### src/include/odu_pkg.sv
// Constants for the octal converter update command decoder
// Behaviour
// RL1 - Select-for-update command with address 0..7 marks that channel; data ignored.
// RL2 - Address with top bit set, except all ones, is invalid and does nothing.
// RL3 - Select-for-update with address all ones marks all eight channels.
// RL4 - Write-update-own loads one input register and updates that output only.
// RL5 - Write-update-own broadcast loads all inputs and updates all outputs.
// RL6 - Write-update-all loads addressed input then updates every output from inputs.
// RL7 - Twelve bits: first byte bits 11..4, second byte upper nibble bits 3..0.
// RL8 - Ten bits: first byte bits 9..2, second byte top two bits 1..0.
// RL9 - Eight bits: first byte holds the code; second byte fully ignored.
// RL10 - Write-update-all with address 7 loads channel H and updates all outputs.
// RL11 - Write-update-all broadcast loads all inputs and updates all outputs.
// RL12 - Outputs change only on update; plain loads and invalid codes leave them.
package odu_pkg;
  localparam int ODU_CHANNELS = 8;
  localparam logic [3:0] ODU_CMD_SELECT = 4'h1;
  localparam logic [3:0] ODU_CMD_WR_ALL = 4'h2;
  localparam logic [3:0] ODU_CMD_WR_OWN = 4'h3;
  localparam logic [3:0] ODU_ADDR_BCAST = 4'hf;
  localparam int ODU_CMD_POS = 4;
  localparam logic [7:0] ODU_RESET_MARK = 8'h00;
endpackage

### src/odu_decoder.sv
// Octal converter update command decoder
`timescale 1ns/1ps
`default_nettype none
module odu_decoder
  import odu_pkg::*;
#(
  parameter int RES_BITS = 12
) (
  // Clock and reset
  input wire logic clk,
  input wire logic nrst,
  // Command frame from the serial front end
  input wire logic cmd_valid,
  input wire logic [7:0] cmd_byte,
  input wire logic [7:0] msdb,
  input wire logic [7:0] lsdb,
  // Per-channel state and update strobe
  output logic [ODU_CHANNELS*RES_BITS-1:0] input_regs,
  output logic [ODU_CHANNELS*RES_BITS-1:0] output_regs,
  output logic [ODU_CHANNELS-1:0] update_marks,
  output logic load_output_strobe
);
  // Channel registers
  logic [RES_BITS-1:0] in_q [ODU_CHANNELS];
  logic [RES_BITS-1:0] in_d [ODU_CHANNELS];
  logic [RES_BITS-1:0] out_q [ODU_CHANNELS];
  logic [RES_BITS-1:0] out_d [ODU_CHANNELS];

  // Marks and strobe
  logic [ODU_CHANNELS-1:0] mark_q;
  logic [ODU_CHANNELS-1:0] mark_d;
  logic strobe_q;
  logic strobe_d;

  // Decoded frame
  logic [3:0] command_code;
  logic [3:0] access_address;
  logic [RES_BITS-1:0] code;
  logic bcast;
  logic single;
  logic invalid;
  logic wr_cmd;
  logic [ODU_CHANNELS-1:0] chan_sel;
  logic [ODU_CHANNELS-1:0] load_sel;
  logic [ODU_CHANNELS-1:0] upd_sel;

  // One-hot channel select from the low address bits
  function automatic logic [ODU_CHANNELS-1:0] chan_onehot(input logic [2:0] addr);
    logic [ODU_CHANNELS-1:0] sel;
    sel = '0;
    sel[addr] = 1'b1;
    return sel;
  endfunction

  // Code taken from the two data bytes for this resolution
  function automatic logic [RES_BITS-1:0] align_code(input logic [7:0] hi,
    input logic [7:0] lo);
    logic [RES_BITS-1:0] res;
    res = '0;
    if (RES_BITS == 12) begin
      res = RES_BITS'({hi, lo[7:4]}); // [RL7]
    end else if (RES_BITS == 10) begin
      res = RES_BITS'({hi, lo[7:6]}); // [RL8]
    end else begin
      res = RES_BITS'(hi); // [RL9]
    end
    return res;
  endfunction

  // Field split of the command byte
  assign command_code = cmd_byte[7:ODU_CMD_POS];
  assign access_address = cmd_byte[ODU_CMD_POS-1:0];
  assign bcast = (access_address == ODU_ADDR_BCAST); // [RL3] [RL5] [RL11]
  assign single = ~access_address[3];
  assign invalid = access_address[3] && !bcast; // [RL2]
  assign wr_cmd = (command_code == ODU_CMD_WR_OWN) || (command_code == ODU_CMD_WR_ALL);
  assign chan_sel = chan_onehot(access_address[2:0]);
  assign code = align_code(msdb, lsdb); // [RL7] [RL8] [RL9]

  // Command decode
  always_comb begin
    load_sel = '0;
    upd_sel = '0;
    mark_d = mark_q;
    if (cmd_valid && !invalid) begin // [RL2]
      case (command_code)
        ODU_CMD_SELECT: begin
          if (bcast) begin
            mark_d = '1; // [RL3]
          end else begin
            mark_d = mark_q | chan_sel; // [RL1]
          end
        end
        ODU_CMD_WR_OWN: begin
          if (bcast) begin
            load_sel = '1; // [RL5]
            upd_sel = '1; // [RL5]
          end else begin
            load_sel = chan_sel; // [RL4]
            upd_sel = chan_sel; // [RL4]
          end
        end
        ODU_CMD_WR_ALL: begin
          if (bcast) begin
            load_sel = '1; // [RL11]
          end else begin
            load_sel = chan_sel; // [RL6] [RL10]
          end
          upd_sel = '1; // [RL6] [RL11]
        end
        default: begin
          load_sel = '0;
        end
      endcase
    end
    strobe_d = |upd_sel;
  end

  // Channel next values; updates copy the freshly loaded input value
  always_comb begin
    for (int i = 0; i < ODU_CHANNELS; i++) begin
      in_d[i] = load_sel[i] ? code : in_q[i];
      out_d[i] = upd_sel[i] ? in_d[i] : out_q[i]; // [RL12]
    end
  end

  // Channel registers
  always_ff @(posedge clk or negedge nrst) begin
    if (!nrst) begin
      for (int i = 0; i < ODU_CHANNELS; i++) begin
        in_q[i] <= '0;
        out_q[i] <= '0;
      end
    end else begin
      for (int i = 0; i < ODU_CHANNELS; i++) begin
        in_q[i] <= in_d[i];
        out_q[i] <= out_d[i];
      end
    end
  end

  // Flattened channel outputs
  for (genvar g = 0; g < ODU_CHANNELS; g++) begin : g_ch
    assign input_regs[g*RES_BITS +: RES_BITS] = in_q[g];
    assign output_regs[g*RES_BITS +: RES_BITS] = out_q[g];
  end

  // Marks and strobe registers
  always_ff @(posedge clk or negedge nrst) begin
    if (!nrst) begin
      mark_q <= ODU_RESET_MARK;
      strobe_q <= 1'b0;
    end else begin
      mark_q <= mark_d;
      strobe_q <= strobe_d;
    end
  end

  assign update_marks = mark_q;
  assign load_output_strobe = strobe_q;

  // Assertions
  a_invalid_no_change: assert property (@(posedge clk) disable iff (!nrst) // [RL2]
    (cmd_valid && wr_cmd && invalid)
      |=> $stable(output_regs) && $stable(input_regs))
    else $error("invalid address changed registers");

  a_select_invalid: assert property (@(posedge clk) disable iff (!nrst) // [RL2]
    (cmd_valid && command_code == ODU_CMD_SELECT && invalid)
      |=> $stable(update_marks))
    else $error("invalid select changed marks");

  a_select_marks: assert property (@(posedge clk) disable iff (!nrst) // [RL1]
    (cmd_valid && command_code == ODU_CMD_SELECT && single)
      |=> update_marks[$past(access_address[2:0])] && $stable(output_regs))
    else $error("select did not mark channel");

  a_select_bcast: assert property (@(posedge clk) disable iff (!nrst) // [RL3]
    (cmd_valid && command_code == ODU_CMD_SELECT && bcast)
      |=> update_marks == 8'hff)
    else $error("broadcast select missed channels");

  a_own_update: assert property (@(posedge clk) disable iff (!nrst) // [RL4]
    (cmd_valid && command_code == ODU_CMD_WR_OWN && single && access_address[2:0] == 3'h0)
      |=> out_q[0] == $past(code) && $stable(output_regs[ODU_CHANNELS*RES_BITS-1:RES_BITS]))
    else $error("own update wrong");

  a_bcast_write: assert property (@(posedge clk) disable iff (!nrst) // [RL5] [RL11]
    (cmd_valid && wr_cmd && bcast)
      |=> out_q[7] == $past(code) && in_q[3] == $past(code))
    else $error("broadcast write wrong");

  a_all_update: assert property (@(posedge clk) disable iff (!nrst) // [RL6] [RL10]
    (cmd_valid && command_code == ODU_CMD_WR_ALL && single && access_address[2:0] == 3'h7)
      |=> out_q[7] == $past(code) && out_q[0] == $past(in_q[0]))
    else $error("update all wrong");

  a_strobe_on_write: assert property (@(posedge clk) disable iff (!nrst) // [RL6]
    (cmd_valid && wr_cmd && !invalid)
      |=> load_output_strobe)
    else $error("write without strobe");

  a_align_code: assert property (@(posedge clk) disable iff (!nrst) // [RL7]
    (RES_BITS == 12) |-> code[RES_BITS-1 -: 8] == msdb && code[3:0] == lsdb[7:4])
    else $error("twelve bit alignment wrong");

  a_align_ten: assert property (@(posedge clk) disable iff (!nrst) // [RL8]
    (RES_BITS == 10) |-> code[RES_BITS-1 -: 8] == msdb && code[1:0] == lsdb[7:6])
    else $error("ten bit alignment wrong");

  a_align_eight: assert property (@(posedge clk) disable iff (!nrst) // [RL9]
    (RES_BITS == 8) |-> code[RES_BITS-1 -: 8] == msdb)
    else $error("eight bit alignment wrong");

  a_out_only_update: assert property (@(posedge clk) disable iff (!nrst) // [RL12]
    !$past(cmd_valid && wr_cmd) |-> $stable(output_regs))
    else $error("output changed without update");

  a_strobe_pulse: assert property (@(posedge clk) disable iff (!nrst) // [RL12]
    load_output_strobe |-> $past(cmd_valid && wr_cmd))
    else $error("stray strobe");

  // Main scenarios
  c_select: cover property (@(posedge clk) cmd_valid && command_code == ODU_CMD_SELECT);

  c_select_bcast: cover property (@(posedge clk)
    cmd_valid && command_code == ODU_CMD_SELECT && bcast);

  c_own: cover property (@(posedge clk) cmd_valid && command_code == ODU_CMD_WR_OWN && single);

  c_all: cover property (@(posedge clk) cmd_valid && command_code == ODU_CMD_WR_ALL && bcast);

  c_invalid: cover property (@(posedge clk) cmd_valid && wr_cmd && invalid);
endmodule
`default_nettype wire

### config.mk
export PLATFORM = sky130hd
export DESIGN_NAME = odu_decoder
export DESIGN_NICKNAME = d
export VERILOG_FILES = /design/src/include/odu_pkg.sv /design/src/odu_decoder.sv
export SDC_FILE = /design/constraint.sdc
export NUM_CORES = 1
export LEC_CHECK = 0
export BUFFER_PORTS_ARGS = -buffer_cell sky130_fd_sc_hd__buf_2
export CORE_ASPECT_RATIO = 0.8
export CORE_UTILIZATION = 45
export CTS_CLUSTER_DIAMETER = 40
export CTS_CLUSTER_SIZE = 16
export DETAILED_ROUTE_END_ITERATION = 8
export GPL_TIMING_DRIVEN = 1
export PLACE_DENSITY = 0.7
export SLEW_MARGIN = 20
export SYNTH_ARGS = -nofsm -noshare
export SYNTH_HDL_FRONTEND = slang
export SYNTH_SLANG_ARGS = --single-unit
export TNS_END_PERCENT = 100
### constraint.sdc
create_clock -name clk -period 1.23 [get_ports clk]
set_input_delay 0 -clock clk [delete_from_list [all_inputs] [get_ports clk]]
set_output_delay 0 -clock clk [all_outputs]
set_load 0.02 [all_outputs]
==> impl_metrics.ini <==
[global_routing]
grt_overflow = 0
wire_length_of_the_first_global_routing_pass_um = 37000
grt_pass1_vias = 6393
pin_count_of_the_biggest_net_entering_global_routing = 47
global_route.usage.total = 0.245
antenna_violations_before_repair = 0

[clock_network]
worst_skew_pair.late_latency_ns = 0.51
cts_tree = done
ctsHtreeMaxLevel = 1
cts_sinks = 201
clk_pin_slew_ns = 0.07
ctsLongestPathBuffers = 3
cts_buffers = 25
cts_root_buf = sky130_fd_sc_hd__clkbuf_16

[floorplanning]
die_y_um = 124
initial_utilization = 0.462
core-area_um2 = 18200
die_area_um2 = 19300
die_w_um = 155
boundaryPins = 228
placement_rows = 44

[job]
max_cap_violations = 0

[detailed_routing]
postRouteWirelength_um = 23400
metal_1_wl_um = 10900
dr.pass1.iters = 5
met3RoutedLength_um = 1580
vias = 6434
met2_wirelength_um = 10500
top_signal_layer_used = met4
drt-initial-drc-count = 366
wl_per_cell_um = 19.6
ant_nets = 0
via_per_inst = 5.39
post-route-drc-count = 0

[sta]
worst_pin_slew_ns = 0.719
relative_slew_slack = 0.519
final.period_utilization = 0.901
timing.fmax_ghz = 0.902
drv_slew = 0
final_report_setup_violation_count = 0
fin_setup_tns_ns = 0
finalHoldViolations = 0
final.min_clock_period_ns = 1.11
rsz0062_at_grt = false
finClkSkew_ns = 0.0126

[critical_path]
cp_max_fo = 3
critical_path_arrival_ns = 1.11
crit_family = flip-flops
crit_chain = buf_2
max_stage_delay_ns = 0.42
setup.reg_to_reg.worst_slack_ns = 0.31
critical-path-slowest-cell = sky130_fd_sc_hd__dfrtp_1
critPathKind = reg -> out
worst-endpoint-required_ns = 1.23
r2r_end = output_regs[9]$_DFFE_PN0P_
reg2reg_depth = 2
worst_path_buffer_plus_inverter_count = 1
r2r_path_start = input_regs[9]$_DFF_PN0_
worst_setup_path_start_kind = flip-flop
endpoint_kind = output port

[power_and_ir_drop]
total_switching_power_mw = 6.72
leakagePower_nw = 5.83
vdd_ir_drop_max_v = 0.00112
p_int_mw = 14.0
netSwitchingFraction = 0.324
power.share.combinational = 0.240
pwr-share-clk = 0.341
share_seq_of_total_power = 0.419
cellPowerDensity_nw_per_um2 = 1820

[finish]
syn_to_final_growth_pct = 35.6
layout-drive-gt1-share = 0.506
fin_nets = 950
num-fill-cells = 1497
area_used_by_multi_input_combinational_logic_um2 = 3150
diodes = 0
register_area_um2 = 5030
final_std_cell_area_no_fill_um2 = 11400

[logic_synthesis]
count_of_different_cell_masters_after_synthesis = 45
synth.yosys.seq_area_share = 0.598
synthesis.yosys.warnings = 0
syn_avg_cell_area_um2 = 13.1
synth.ff_latch_count = 201
syn-num-nets = 669
synth_cells = 642
post_synth_instance_area_um2 = 8410

[placement]
io_buffer_count = 223
gp_congestion = 0.810
placed_area_um2 = 10400
hpwl_um = 16200

[outcome]
run_status = finished, final reports clean

[min_path]
timing.hold.worst.class = in -> async
-- how the worst max path moves through the flow --
stage / from / end / slack [ns] / cells after the start
detailed placement: cmd_byte[0] / input_regs[18]$_DFF_PN0_ / -0.31 / 4
CTS: cmd_byte[7] / update_marks[5]$_DFFE_PN0P_ / 0.03 / 5
floorplan: cmd_byte[1] / input_regs[10]$_DFF_PN0_ / -0.14 / 6
global route: cmd_byte[5] / update_marks[5]$_DFFE_PN0P_ / 0.08 / 6
global placement: cmd_byte[0] / output_regs[0]$_DFFE_PN0P_ / -0.26 / 7
finish: input_regs[9]$_DFF_PN0_ / input_regs[9] / 0.12 / 1
-- what timing repair did --
action / in CTS / in global routing
setup endpoints to repair: 0 / 7
endpoints found under the hold margin: 220 / 1
hold buffers: 17 / 1
buffers inserted: 0 / 1
gates resized for setup: 0 / 1
-- layout make-up --
class	count	area share
tap	253	0.0277
multi-input combinational	370	0.276
timing repair buffer	310	0.178
clock inverter	15	0.0126
clock buffer	30	0.0591
sequential	201	0.441
inverter	15	0.00493
-- stage by stage --
stage	total power, mW	utilization	cells	setup slack, ns	hold WS [ns]
final	20.7	0.626	1194	0.122	0.0188
after global routing	21.7	0.626	1194	0.0816	0.0259
after CTS	20.9	0.625	1192	0.0303	-0.0561
after detailed placement	13.7	0.571	1130	-0.308	-0.0252
after global placement	13.6	0.571	1130	-0.264	-0.0210
after floorplan	11.6	-	642	-0.139	-0.296
-- power by group through the flow --
stage                     registers (mW)  clock network [mW]  logic, mW
final                               8.69                7.08       4.97
after global routing                8.84                7.50       5.31
after CTS                           8.68                7.21       5.00
after detailed placement            8.75                   0       4.96
after global placement              8.75                   0       4.85
after floorplan                     10.2                   0       1.38
-- synth_stat cells (all sizes together) --
library cell / instances / area (µm²)
xnor2: 2 / 17.5
o221a: 24 / 270
o311a: 1 / 10.0
a311oi: 3 / 26.3
o32ai: 12 / 105
nor3: 2 / 15.0
nand4: 1 / 6.26
nand2: 6 / 22.5
buf: 29 / 175
o311ai: 1 / 8.76
nor4b: 4 / 53.8
and4: 1 / 8.76
o22ai: 24 / 150
nor2: 43 / 166
a221o: 24 / 240
dfrtp: 201 / 5030
a21o: 15 / 113
nand4bb: 1 / 11.3
o21bai: 6 / 45.0
inv: 15 / 56.3
clkbuf: 27 / 101
a31oi: 1 / 6.26
a21oi: 28 / 140
a31o: 1 / 8.76
o31ai: 2 / 15.0
o21ai: 4 / 31.3
o211a: 1 / 10.0
or2: 1 / 6.26
nand3: 3 / 15.0
and4bb: 1 / 12.5
a22o: 12 / 105
or4: 1 / 11.3
and2: 24 / 150
mux2: 96 / 1110
xor2: 1 / 8.76
nand2b: 24 / 150
-- routing by layer --
| metal | up-vias | GRT usage |
|---|---|---|
| li1 | 2924 | - |
| met2 | 240 | 0.375 |
| met1 | 3239 | 0.353 |
| met3 | 31 | 0.0585 |
| met4 | 0 | 0.0542 |
| met5 | - | 0 |
-- sequential cells by signal, indices dropped and copies added (netlist names) --
| register | count |
|---|---|
| input_regs | 96 |
| output_regs | 96 |
| load_output_strobe | 1 |
| update_marks | 8 |
-- kinds of logic after synthesis --
family / Yosys count / share of synthesized area
AOI/OAI and AO/OA: 159 / 0.153
xor gates and xnor gates: 3 / 0.00312
buffers and inverters: 71 / 0.0396
DFF: 201 / 0.598
muxes: 96 / 0.132
and+or+nand+nor: 112 / 0.0748
-- cells in the final DEF (no fill, tap or decap), types with 2 or more instances in the layout --
cell                            synthesis  final
sky130_fd_sc_hd__a221o_1               24     24
sky130_fd_sc_hd__mux2_4                 8      8
sky130_fd_sc_hd__clkbuf_8               0      4
sky130_fd_sc_hd__nand2_1                6      6
sky130_fd_sc_hd__o21ai_4                0      3
sky130_fd_sc_hd__a21o_1                15     15
sky130_fd_sc_hd__clkinvlp_4             0      4
sky130_fd_sc_hd__o21bai_1               6      6
sky130_fd_sc_hd__nor2_1                41     40
sky130_fd_sc_hd__buf_2                 25    222
sky130_fd_sc_hd__buf_4                  1     52
sky130_fd_sc_hd__buf_12                 1     17
sky130_fd_sc_hd__o32ai_1               12     12
sky130_fd_sc_hd__and2_1                24     24
sky130_fd_sc_hd__inv_6                  0      3
sky130_fd_sc_hd__mux2_2                87     87
sky130_fd_sc_hd__clkinv_2               0      5
sky130_fd_sc_hd__clkbuf_16              0     25
sky130_fd_sc_hd__a22o_1                12     12
sky130_fd_sc_hd__inv_1                 15     15
sky130_fd_sc_hd__nor4b_2                3      4
sky130_fd_sc_hd__nand3_2                0      3
sky130_fd_sc_hd__a311oi_1               3      2
sky130_fd_sc_hd__o221a_2               24     24
sky130_fd_sc_hd__o22ai_1               24     24
sky130_fd_sc_hd__xnor2_1                2      2
sky130_fd_sc_hd__a21oi_1               28     28
sky130_fd_sc_hd__clkbuf_1              27      2
sky130_fd_sc_hd__clkinv_8               0      2
sky130_fd_sc_hd__dfrtp_1              201    201
sky130_fd_sc_hd__dlygate4sd3_1          0     18
sky130_fd_sc_hd__nand2b_1              24     24
sky130_fd_sc_hd__nor2_4                 0      3
No activity file was read; power rests on OpenSTA's default activity.
